### config.mk
export PLATFORM = sky130hd
export DESIGN_NAME = ecdhk_handler
export DESIGN_NICKNAME = d
export VERILOG_FILES = /design/src/pkg/ecdhk_pkg.sv /design/src/core/ecdhk_policy.sv /design/src/core/ecdhk_handler.sv
export VERILOG_INCLUDE_DIRS = /design/src /design/src/pkg
export SDC_FILE = /design/constraint.sdc
export NUM_CORES = 1
export LEC_CHECK = 0
export BUFFER_PORTS_ARGS = -buffer_cell sky130_fd_sc_hd__buf_4
export CORE_ASPECT_RATIO = 1.5
export CORE_MARGIN = 8
export CORE_UTILIZATION = 40
export CTS_BUF_LIST = sky130_fd_sc_hd__clkbuf_8
export DETAILED_ROUTE_END_ITERATION = 8
export GPL_TIMING_DRIVEN = 0
export PLACE_DENSITY = 0.7
export SETUP_SLACK_MARGIN = 0.4
export SLEW_MARGIN = 15
export SYNTH_ARGS = -nofsm -noshare
export SYNTH_HDL_FRONTEND = slang
export SYNTH_SLANG_ARGS = --single-unit
### constraint.sdc
create_clock -name CLK_SYS -period 5.25 [get_ports CLK_SYS]
set_input_delay 1.05 -clock CLK_SYS [delete_from_list [all_inputs] [get_ports CLK_SYS]]
set_output_delay 1.05 -clock CLK_SYS [all_outputs]
set_load 0.01 [all_outputs]
### src/pkg/ecdhk_cfg.svh
`ifndef ECDHK_CFG_SVH
`define ECDHK_CFG_SVH
// opcodes
`define ECDHK_OP_ECDH      8'h43
`define ECDHK_OP_KEY_GENERATE_COMMAND    8'h40
// ecdh modes, private key from a slot
`define ECDHK_M_SLOT_CLEAR 8'h0c
`define ECDHK_M_SLOT_ENC   8'h0e
`define ECDHK_M_SLOT_TK    8'h08
// ecdh modes, private key from the temporary key register
`define ECDHK_M_TK_CLEAR   8'h0d
`define ECDHK_M_TK_ENC     8'h0f
`define ECDHK_M_TK_TK      8'h09
`define ECDHK_M_TK_SLOT    8'h05
// key generate mode, private key into a slot
`define ECDHK_M_GEN_SLOT   8'h04
// status codes
`define ECDHK_ST_OK        8'h00
`define ECDHK_ST_PARSE     8'h03
`define ECDHK_ST_EXEC      8'h0f
`define ECDHK_ST_FAULT     8'h05
// public key length, last byte index of x then y
`define ECDHK_PK_LAST      6'h3f
// slot policy masks, one bit per slot
`define ECDHK_ECDH_SLOTS   16'h001d
`define ECDHK_GEN_SLOTS    16'h001c
`define ECDHK_ECC_SLOTS    16'h003f
`define ECDHK_STORE_SLOTS  16'hffff
// shared secret protect bit of the chip option word
`define ECDHK_PROTECT      1'b0
// register offsets and fields
`define ECDHK_A_CTRL       8'h00
`define ECDHK_A_STAT       8'h04
`define ECDHK_CTRL_TKSET   0
`define ECDHK_CTRL_TKCLR   1
`endif

### src/pkg/ecdhk_pkg.sv
`default_nettype none
package ecdhk_pkg;
  // handler states, one-hot
  typedef enum logic [4:0] {
    S_IDLE  = 5'h01,
    S_LOAD  = 5'h02,
    S_CHECK = 5'h04,
    S_RUN   = 5'h08,
    S_RESP  = 5'h10
  } ecdhk_state_t;
  // response shape
  typedef enum logic [1:0] {
    K_STATUS    = 2'h0,
    K_SECRET    = 2'h1,
    K_SEC_NONCE = 2'h2,
    K_PUBKEY    = 2'h3
  } ecdhk_kind_t;
  // where the result goes
  typedef enum logic [1:0] {
    D_OUTBUF  = 2'h0,
    D_TEMPORARY_KEY_REGISTER = 2'h1,
    D_SLOT    = 2'h2,
    D_NONE    = 2'h3
  } ecdhk_dest_t;
endpackage : ecdhk_pkg
`default_nettype wire

### src/core/ecdhk_policy.sv
`timescale 1ns/1ps
`default_nettype none
`include "ecdhk_cfg.svh"
// ************************************************************
// command decode and slot policy, purely combinational
// ************************************************************
module ecdhk_policy import ecdhk_pkg::*; #(
  parameter logic [15:0] ECDH_SLOTS  = `ECDHK_ECDH_SLOTS,
  parameter logic [15:0] GEN_SLOTS   = `ECDHK_GEN_SLOTS,
  parameter logic [15:0] ECC_SLOTS   = `ECDHK_ECC_SLOTS,
  parameter logic [15:0] STORE_SLOTS = `ECDHK_STORE_SLOTS,
  parameter logic        PROTECT     = `ECDHK_PROTECT
) (
  input  wire logic [7:0]  opcode,
  input  wire logic [7:0]  mode,
  input  wire logic [15:0] keysel,
  input  wire logic [15:0] slot_locked,
  output logic             accept,
  output logic [7:0]       err,
  output ecdhk_kind_t      kind,
  output ecdhk_dest_t      dest,
  output logic             tk_src,
  output logic             encrypt,
  output logic             key_generate_command
);
  // slot membership in a policy mask, upper selector bits must be zero
  function automatic logic slot_in(input logic [15:0] mask, input logic [15:0] sel);
    slot_in = (sel[15:4] == 12'h000) && mask[sel[3:0]];
  endfunction : slot_in

  // decode of opcode and mode
  always_comb begin
    accept  = 1'b0;
    err     = `ECDHK_ST_PARSE;
    kind    = K_STATUS;
    dest    = D_NONE;
    tk_src  = 1'b0;
    encrypt = 1'b0;
    key_generate_command  = 1'b0;
    if (opcode == `ECDHK_OP_ECDH) begin
      err = `ECDHK_ST_EXEC;
      case (mode)
        `ECDHK_M_SLOT_CLEAR: begin // clear unless protect bit
          accept  = slot_in(ECDH_SLOTS, keysel);
          dest    = D_OUTBUF;
          encrypt = PROTECT;
          kind    = PROTECT ? K_SEC_NONCE : K_SECRET;
        end
        `ECDHK_M_SLOT_ENC: begin // encrypted with nonce
          accept  = slot_in(ECDH_SLOTS, keysel);
          dest    = D_OUTBUF;
          encrypt = 1'b1;
          kind    = K_SEC_NONCE;
        end
        `ECDHK_M_SLOT_TK: begin // kept internally
          accept = slot_in(ECDH_SLOTS, keysel);
          dest   = D_TEMPORARY_KEY_REGISTER;
        end
        `ECDHK_M_TK_CLEAR: begin // selector must be zero
          accept  = (keysel == 16'h0000);
          tk_src  = 1'b1;
          dest    = D_OUTBUF;
          encrypt = PROTECT;
          kind    = PROTECT ? K_SEC_NONCE : K_SECRET;
        end
        `ECDHK_M_TK_ENC: begin
          accept  = (keysel == 16'h0000);
          tk_src  = 1'b1;
          dest    = D_OUTBUF;
          encrypt = 1'b1;
          kind    = K_SEC_NONCE;
        end
        `ECDHK_M_TK_TK: begin // result back to temporary key
          accept = (keysel == 16'h0000);
          tk_src = 1'b1;
          dest   = D_TEMPORARY_KEY_REGISTER;
        end
        `ECDHK_M_TK_SLOT: begin // result into named slot
          accept = slot_in(STORE_SLOTS, keysel) && !slot_locked[keysel[3:0]];
          tk_src = 1'b1;
          dest   = D_SLOT;
        end
        default: begin // unknown mode rejected
          accept = 1'b0;
          err    = `ECDHK_ST_PARSE;
        end
      endcase
    end else if (opcode == `ECDHK_OP_KEY_GENERATE_COMMAND && mode == `ECDHK_M_GEN_SLOT) begin
      err    = `ECDHK_ST_EXEC;
      key_generate_command = 1'b1;
      dest   = D_SLOT;
      kind   = K_PUBKEY;
      // ecc slots only, generate-capable, unlocked, no authorization
      accept = slot_in(ECC_SLOTS, keysel) && slot_in(GEN_SLOTS, keysel) && !slot_locked[keysel[3:0]];
    end
  end
endmodule : ecdhk_policy
`default_nettype wire

### src/core/ecdhk_handler.sv
`timescale 1ns/1ps
`default_nettype none
`include "ecdhk_cfg.svh"
// Summary of operation
// - ecdh frame: opcode, mode, selector, x, y
// - slot mode 0c outputs clear secret
// - slot mode 0e outputs encrypted secret, nonce
// - slot mode 08 stores secret, status byte
// - failing output modes return one error byte
// - internal modes return 00 or error
// - protect bit set encrypts clear modes
// - protect bit zero by default, mode decides
// - temp mode 0d, selector zero, clear
// - temp mode 0f encrypted secret plus nonce
// - temp 09 keeps result, 05 writes slot
// - consume clears valid flag, writeback sets it
// - key generate only on ecc slots
// - key generate also derives public key
// - locked slot or invalid key errors
// - key generate slots 2-4, no authorization
// - slot ecdh only slots 0, 2-4
// - encryption uses io key, output only
// - key generate 40, mode 04, pubkey out
module ecdhk_handler import ecdhk_pkg::*; #(
  parameter logic [15:0] ECDH_SLOTS  = `ECDHK_ECDH_SLOTS,
  parameter logic [15:0] GEN_SLOTS   = `ECDHK_GEN_SLOTS,
  parameter logic [15:0] ECC_SLOTS   = `ECDHK_ECC_SLOTS,
  parameter logic [15:0] STORE_SLOTS = `ECDHK_STORE_SLOTS,
  parameter logic        PROTECT     = `ECDHK_PROTECT
) (
  input  wire logic        CLK_SYS,
  input  wire logic        ARST_N,
  // register port
  input  wire logic [7:0]  ADDR,
  input  wire logic [31:0] WDATA,
  input  wire logic        WR,
  input  wire logic        RD,
  output logic [31:0]      RDATA,
  // command port
  input  wire logic        CMD_VALID,
  input  wire logic [7:0]  CMD_OPCODE,
  input  wire logic [7:0]  CMD_MODE,
  input  wire logic [15:0] CMD_KEYSEL,
  output logic             CMD_READY,
  input  wire logic        PK_VALID,
  input  wire logic [7:0]  PK_BYTE,
  input  wire logic [15:0] SLOT_LOCKED,
  // ecc engine
  output logic             ENG_START,
  output logic             ENG_KEY_GENERATE_COMMAND,
  output logic             ENG_DERIVE_PUB,
  output logic             ENG_TK_SRC,
  output logic [3:0]       ENG_SLOT,
  output ecdhk_dest_t      ENG_DEST,
  output logic             ENG_ENCRYPT,
  output logic [511:0]     ENG_PUBKEY,
  input  wire logic        ENG_DONE,
  input  wire logic        ENG_FAULT,
  // response
  output logic             RSP_VALID,
  output ecdhk_kind_t      RSP_KIND,
  output logic [7:0]       RSP_STATUS,
  output logic             RSP_ENCRYPT,
  output logic             TEMP_KEY_VALID
);
  // ************************************************************
  // state
  // ************************************************************
  typedef struct packed {
    ecdhk_state_t state;   // handler state
    logic [7:0]   opcode;  // latched opcode
    logic [7:0]   mode;    // latched mode
    logic [15:0]  keysel;  // latched key selector
    logic [511:0] pk;      // peer public key, x then y
    logic [5:0]   cnt;     // public key byte count
    logic         ready;   // command accept
    logic         start;   // engine start pulse
    logic         key_generate_command;  // engine op is key generate
    logic         tk_src;  // private key from temporary key
    ecdhk_dest_t  dest;    // result destination
    logic         enc;     // io key encryption
    ecdhk_kind_t  kind;    // response shape on success
    logic         rvalid;  // response pulse
    ecdhk_kind_t  rkind;   // response shape
    logic [7:0]   rstat;   // status byte
    logic         renc;    // response encrypted
    logic         tk_valid; // temp key valid flag
    logic [31:0]  rdata;   // read data
  } ecdhk_regs_t;

  ecdhk_regs_t r;      // registered state
  ecdhk_regs_t next_r; // next state

  // policy outputs
  logic        p_accept;
  logic [7:0]  p_err;
  ecdhk_kind_t p_kind;
  ecdhk_dest_t p_dest;
  logic        p_tk_src;
  logic        p_enc;
  logic        p_key_generate_command;

  // ************************************************************
  // decode of the latched command
  // ************************************************************
  ecdhk_policy #(
    .ECDH_SLOTS  (ECDH_SLOTS),
    .GEN_SLOTS   (GEN_SLOTS),
    .ECC_SLOTS   (ECC_SLOTS),
    .STORE_SLOTS (STORE_SLOTS),
    .PROTECT     (PROTECT)
  ) u_policy (
    .opcode      (r.opcode),
    .mode        (r.mode),
    .keysel      (r.keysel),
    .slot_locked (SLOT_LOCKED),
    .accept      (p_accept),
    .err         (p_err),
    .kind        (p_kind),
    .dest        (p_dest),
    .tk_src      (p_tk_src),
    .encrypt     (p_enc),
    .key_generate_command      (p_key_generate_command)
  );

  // software write to control
  logic ctrl_wr;
  assign ctrl_wr = WR && (ADDR == `ECDHK_A_CTRL);

  // ************************************************************
  // next state
  // ************************************************************
  always_comb begin
    next_r        = r;
    next_r.start  = 1'b0;
    next_r.rvalid = 1'b0;
    next_r.rdata  = 32'h0000_0000;
    // software clear first, so a hardware writeback in the same cycle wins
    if (ctrl_wr && WDATA[`ECDHK_CTRL_TKCLR]) begin
      next_r.tk_valid = 1'b0;
    end
    case (r.state)
      S_IDLE: begin // wait for a command
        if (CMD_VALID) begin
          next_r.opcode = CMD_OPCODE;
          next_r.mode   = CMD_MODE;
          next_r.keysel = CMD_KEYSEL;
          next_r.cnt    = 6'h00;
          // only ecdh carries the 64-byte peer key
          next_r.state  = (CMD_OPCODE == `ECDHK_OP_ECDH) ? S_LOAD : S_CHECK;
        end
      end
      S_LOAD: begin // collect x then y, byte 0 first
        if (PK_VALID) begin
          next_r.pk[{r.cnt, 3'h0} +: 8] = PK_BYTE;
          next_r.cnt = r.cnt + 6'h01;
          if (r.cnt == `ECDHK_PK_LAST) begin
            next_r.state = S_CHECK;
          end
        end
      end
      S_CHECK: begin // policy decides run or reject
        if (p_accept) begin
          next_r.start  = 1'b1;
          next_r.key_generate_command = p_key_generate_command;
          next_r.tk_src = p_tk_src;
          next_r.dest   = p_dest;
          next_r.enc    = p_enc;
          next_r.kind   = p_kind;
          next_r.state  = S_RUN;
          if (p_tk_src) begin
            next_r.tk_valid = 1'b0; // consumed
          end
        end else begin
          next_r.rvalid = 1'b1; // single error byte
          next_r.rkind  = K_STATUS;
          next_r.rstat  = p_err;
          next_r.renc   = 1'b0;
          next_r.state  = S_RESP;
        end
      end
      S_RUN: begin // wait for the engine
        if (ENG_DONE) begin
          next_r.rvalid = 1'b1;
          next_r.state  = S_RESP;
          if (ENG_FAULT) begin
            next_r.rkind = K_STATUS; // fault or invalid key
            next_r.rstat = `ECDHK_ST_FAULT;
            next_r.renc  = 1'b0;
          end else begin
            next_r.rkind = r.kind;
            next_r.rstat = `ECDHK_ST_OK;
            next_r.renc  = r.enc;
            if (r.dest == D_TEMPORARY_KEY_REGISTER) begin
              next_r.tk_valid = 1'b1; // written back
            end
          end
        end
      end
      S_RESP: begin // response pulse stands one cycle
        next_r.state = S_IDLE;
      end
      default: begin // illegal code recovers to idle
        next_r.state = S_IDLE;
      end
    endcase
    // software set last, wins over its own clear and over consume
    if (ctrl_wr && WDATA[`ECDHK_CTRL_TKSET]) begin
      next_r.tk_valid = 1'b1;
    end
    // register reads, answer in the next cycle
    if (RD && ADDR == `ECDHK_A_STAT) begin
      next_r.rdata = {11'h000, r.state, r.rstat, 6'h00, (r.state != S_IDLE), r.tk_valid};
    end
    next_r.ready = (next_r.state == S_IDLE);
  end

  // ************************************************************
  // state register
  // ************************************************************
  always_ff @(posedge CLK_SYS or negedge ARST_N) begin
    if (!ARST_N) begin
      r        <= '0;
      r.state  <= S_IDLE;
      r.dest   <= D_NONE;
      r.ready  <= 1'b1;
    end else begin
      r <= next_r;
    end
  end

  // outputs straight from the state register
  assign RDATA          = r.rdata;
  assign CMD_READY      = r.ready;
  assign ENG_START      = r.start;
  assign ENG_KEY_GENERATE_COMMAND     = r.key_generate_command;
  assign ENG_DERIVE_PUB = r.key_generate_command; // public key derived with the new key
  assign ENG_TK_SRC     = r.tk_src;
  assign ENG_SLOT       = r.keysel[3:0];
  assign ENG_DEST       = r.dest;
  assign ENG_ENCRYPT    = r.enc; // io protection key
  assign ENG_PUBKEY     = r.pk;
  assign RSP_VALID      = r.rvalid;
  assign RSP_KIND       = r.rkind;
  assign RSP_STATUS     = r.rstat;
  assign RSP_ENCRYPT    = r.renc;
  assign TEMP_KEY_VALID = r.tk_valid;

  // ************************************************************
  // checks
  // ************************************************************
  a_load_len_64: assert property (@(posedge CLK_SYS) disable iff (!ARST_N)
    (r.state == S_LOAD && PK_VALID && r.cnt == `ECDHK_PK_LAST) |=> (r.state == S_CHECK))
    else $error("public key load did not end after 64 bytes");

  a_slot_clear_out: assert property (@(posedge CLK_SYS) disable iff (!ARST_N)
    (RSP_VALID && RSP_STATUS == `ECDHK_ST_OK && r.opcode == `ECDHK_OP_ECDH
     && (r.mode == `ECDHK_M_SLOT_CLEAR || r.mode == `ECDHK_M_TK_CLEAR))
    |-> (RSP_KIND == K_SECRET && !RSP_ENCRYPT))
    else $error("clear mode response not a clear secret");

  a_enc_with_nonce: assert property (@(posedge CLK_SYS) disable iff (!ARST_N)
    (RSP_VALID && RSP_STATUS == `ECDHK_ST_OK && r.opcode == `ECDHK_OP_ECDH
     && (r.mode == `ECDHK_M_SLOT_ENC || r.mode == `ECDHK_M_TK_ENC))
    |-> (RSP_KIND == K_SEC_NONCE && RSP_ENCRYPT))
    else $error("encrypted mode response lacks encryption or nonce");

  a_tk_store_flag: assert property (@(posedge CLK_SYS) disable iff (!ARST_N)
    (r.state == S_RUN && ENG_DONE && !ENG_FAULT && r.dest == D_TEMPORARY_KEY_REGISTER)
    |=> (RSP_VALID && RSP_KIND == K_STATUS && TEMP_KEY_VALID))
    else $error("temporary key store did not set the valid flag");

  a_err_one_byte: assert property (@(posedge CLK_SYS) disable iff (!ARST_N)
    (RSP_VALID && RSP_STATUS != `ECDHK_ST_OK) |-> (RSP_KIND == K_STATUS && !RSP_ENCRYPT))
    else $error("error response is not a single status byte");

  a_tk_consume_clr: assert property (@(posedge CLK_SYS) disable iff (!ARST_N)
    (ENG_START && ENG_TK_SRC && !$past(ctrl_wr)) |-> !TEMP_KEY_VALID)
    else $error("temporary key valid flag not cleared on consume");

  a_key_generate_command_slots: assert property (@(posedge CLK_SYS) disable iff (!ARST_N)
    (ENG_START && ENG_KEY_GENERATE_COMMAND)
    |-> (ENG_DERIVE_PUB && ENG_SLOT inside {4'h2, 4'h3, 4'h4} && !SLOT_LOCKED[ENG_SLOT]))
    else $error("key generate started on a forbidden slot");

  a_ecdh_slots: assert property (@(posedge CLK_SYS) disable iff (!ARST_N)
    (ENG_START && !ENG_KEY_GENERATE_COMMAND && !ENG_TK_SRC) |-> (ENG_SLOT inside {4'h0, 4'h2, 4'h3, 4'h4}))
    else $error("slot ecdh started on a forbidden slot");

  a_fault_status: assert property (@(posedge CLK_SYS) disable iff (!ARST_N)
    (r.state == S_RUN && ENG_DONE && ENG_FAULT)
    |=> (RSP_VALID && RSP_STATUS == `ECDHK_ST_FAULT) ##1 (!RSP_VALID && CMD_READY))
    else $error("engine fault not reported as error");

  a_tk_sel_zero: assert property (@(posedge CLK_SYS) disable iff (!ARST_N)
    (ENG_START && ENG_TK_SRC && ENG_DEST != D_SLOT) |-> (r.keysel == 16'h0000))
    else $error("temporary key source started with nonzero selector");

  a_enc_outbuf: assert property (@(posedge CLK_SYS) disable iff (!ARST_N)
    (ENG_START && ENG_ENCRYPT) |-> (ENG_DEST == D_OUTBUF))
    else $error("encryption requested for internal destination");

  a_bad_mode_err: assert property (@(posedge CLK_SYS) disable iff (!ARST_N)
    (r.state == S_CHECK && !p_accept) |=> (RSP_VALID && RSP_STATUS != `ECDHK_ST_OK && !ENG_START))
    else $error("rejected command not answered with an error");
endmodule : ecdhk_handler
`default_nettype wire

==> out/metrics.cfg <==
[global_route]
antenna_found_initial=4
grt_pass1_vias=20900
grt_pass1_wl_um=137000
grtUsageTotal_pct=23.2
grt_max_degree=104
globalRouteOverflowTotal=0

[final_layout]
syn_to_final_growth_pct=28.1
seqCellArea_um2=14600
fin_area_um2=36400
multi_input_area_um2=9050
nNetsFinal=3287
fill_cells=6405
final_util_pct=51.8
drive_gt1_share_pct=54.9

[placement]
place_area_um2=34400
gp_congestion=0.827
hpwl_um=72600
io_buffer_count=618

[pwr]
total_power_w=0.00962
pwr-share-seq_pct=49.5
clkPwrFrac_pct=42.8
peakVddDrop_uv=246
power_density_nw_per_um2=264
p_sw_share_pct=25.7
power_frac_comb_pct=7.7
p_leak_nw=20.0
p_int_w=0.00714
p_sw_w=0.00247

[synth]
synth_top_flop_cell=dfrtp_1
yosys_warnings=0
synthCells=2438
synth-seq-cells=585
syn_avg_cell_area_um2=11.7
async_reset_ff_share_pct=100
synth_sequential_area_ratio_pct=51.5
synth_area_um2=28400
synth-edff-count=0
synth.distinct_cells=68

[die]
start_util_pct=40.4
design.core.area_um2=70300
io_pins=673
fp.dieW_um=234
rows=119
die_y_um=342
dieArea_um2=80000

[sta]
max_freq_ghz=0.221
final_hold_viol_count=0
tightest_slew_ns=1.23
setup_violations=0
setup_tns_ns=0
rsz0062_at_grt=no
max_slew_margin_pct=18.3
period_minus_slack_ns=4.53
slew_viol_final=0
period_share_pct=86.3
fin_worst_skew_ns=0.0370

[routing]
drt_iter0_drc=951
routed_wl_um=94700
vias=19800
drtPass1Iterations=6
wl_per_cell_um=22.8
wl_met3_um=6270
met2WireLength_um=48700
drt-met1-wl_um=36000
antenna_left=0
via_per_inst=4.75
drcViolationCount=0
highest_layer=met4

[critical_path]
worstReg2RegStart=r[54]$_DFFE_PN0P_
arrival_ns=5.11
criticalPathCategory=register to register
reg2reg_depth=9
worstPathCellList=clkbuf_1, inv_1, ha_1, xor2_1, clkbuf_1, nor2_1, nand3_1, nor2_2, mux2_2
path_common_cell=clkbuf_1
max_stage_delay_ns=0.77
cp-end-kind=register
r2r-end=ENG_PUBKEY[292]$_DFFE_PN0P_
required_ns=5.83
path_max_fanout=10
rrSetupSlack_ns=0.72
cp_slowest_cell=nand3_1
crit_path_start_kind=register

[clock_tree]
cts_tree=built
cts_setup_buffers=0
cts.path.max_buffers=3
cts_root_buf=clkbuf_8
clk_pin_slew_ns=0.07
ctsHoldBuffers=0
clk_latency_ns=0.70
cts_sinks=585
post_cts_resized=0
ctsHtreeMaxLevel=3
cts-buffers-inserted=93

[status]
outcome=finished, final reports clean

[worst_hold_path]
hp-class=input port to async pin

[job]
cap_violations=0

routing by layer:
metal	vias to the layer above	GRT usage [%]
met1	9795	26.5
met2	687	41.1
met3	165	5.37
li1	9121	-
met4	0	9.83
met5	-	0
power by group through the flow:
stage / Clock [W] / Sequential [W] / Combinational (W)
after CTS: 0.00424 / 0.00476 / 0.000758
after global routing: 0.00443 / 0.00478 / 0.000837
final: 0.00412 / 0.00476 / 0.000741
after global placement: 0 / 0.00484 / 0.000729
after detailed placement: 0 / 0.00484 / 0.000754
after floorplan: 0 / 0.00481 / 0.000405
sequential cells by signal, indices dropped and copies added, names as in the netlist, 2 cells and up:
signal / count
RSP_KIND: 2
RDATA: 12
ENG_PUBKEY: 512
r: 41
ENG_SLOT: 4
RSP_STATUS: 4
ENG_DEST: 2
worst max path at each step:
stage                                  from  depth (start not counted)                           to
after global placement               ARST_N                          1  ENG_PUBKEY[500]$_DFFE_PN0P_
after detailed placement  r[54]$_DFFE_PN0P_                          9   ENG_PUBKEY[98]$_DFFE_PN0P_
after global routing      r[54]$_DFFE_PN0P_                          9  ENG_PUBKEY[100]$_DFFE_PN0P_
after floorplan           r[54]$_DFFE_PN0P_                          9  ENG_PUBKEY[100]$_DFFE_PN0P_
final                     r[54]$_DFFE_PN0P_                          9  ENG_PUBKEY[292]$_DFFE_PN0P_
after CTS                 r[54]$_DFFE_PN0P_                          9   ENG_PUBKEY[98]$_DFFE_PN0P_
critical path, delay by kind of cell (launching register included):
kind / cells / cell delay [ns]
XOR/XNOR: 1 / 0.18
adder cells (fa/ha/maj): 1 / 0.31
buffers and inverters: 3 / 1.01
flip-flops: 1 / 0.46
multiplexers: 1 / 0.40
AND/OR/NAND/NOR: 3 / 2.01
cells in the mapped netlist, types with 3 or more instances:
cell type    n  area share (%)
buf_4      563              15
buf_6        3            0.12
buf_2        6            0.11
buf_1       14            0.18
nand4_2      5            0.22
nor4_1       8            0.18
xnor2_1      5            0.15
clkbuf_1    70            0.92
mux2_2     335              13
and3_1      18            0.40
clkbuf_2     3           0.053
and2_1      14            0.31
nor2_8      19             1.3
dfstp_2      4            0.37
a22o_1       3           0.092
o31ai_1     49             1.3
xor2_1       5            0.15
o21ai_0     51            0.90
nand2_1    262             3.5
mux2i_1     34             1.2
inv_1       41            0.54
nor3_1      17            0.30
nor2_2      20            0.44
a211oi_1     3           0.079
or3_1        8            0.18
ha_1         5            0.22
mux2_4      47             2.5
o41ai_1     16            0.49
nor2_1     104             1.4
dfrtp_1    581              51
nor2b_1      3           0.066
nand3_1     48            0.85
nand4_1     14            0.31
nand2b_1    15            0.33
mux4_2       4            0.32
stage by stage:
step                      instances  worst slack (ns)  hold WS (ns)
after detailed placement       3990             0.686         0.462
final                          4160             0.720         0.304
after global routing           4160             0.474         0.291
after global placement         3984             -3.53         0.456
after CTS                      4156             0.629         0.243
after floorplan                2459              2.15         0.438
layout by cell type (no fill, tap or decap), drive strengths merged, types with 3 or more instances in the layout:
cell type  synthesis  final
buf              587   1211
dfrtp            581    581
mux2             382    382
nand2            263    263
clkbuf            73    194
nor2             145    145
inv               41     74
o21ai             51     51
o31ai             50     50
nand3             48     48
mux2i             34     34
conb               1     22
nand4             19     19
and3              18     18
nor3              18     18
o41ai             16     16
nand2b            15     15
and2              15     15
or3                9      9
nor4               8      8
clkinv             0      6
xor2               5      5
xnor2              5      5
ha                 5      5
diode              0      4
dfstp              4      4
mux4               4      4
a211oi             4      4
nor2b              3      3
a22o               3      3
clkinvlp           0      3
bufinv             0      3
kinds of logic after synthesis:
kind of cell / Yosys count / synth area share (%)
DFF: 585 / 51.5
muxes: 420 / 17.3
adders and majority gates: 5 / 0.220
AOI/OAI and AO/OA: 144 / 3.51
other: 1 / 0.0132
xor gates and xnor gates: 10 / 0.308
and+or+nand+nor: 572 / 10.3
buffers and inverters: 701 / 16.9
cell type report:
type                    instances  area share (%)
diodes                          4          0.0275
plain buffers                 660            12.7
clock buffers                 121            4.57
clock inverters                45           0.808
inverters                      41           0.423
multi-input cells            1173            24.9
flip-flops and latches        585            40.2
well taps                     907            3.12
repair buffers                624            13.2
Power figures use the tool's default switching activity.
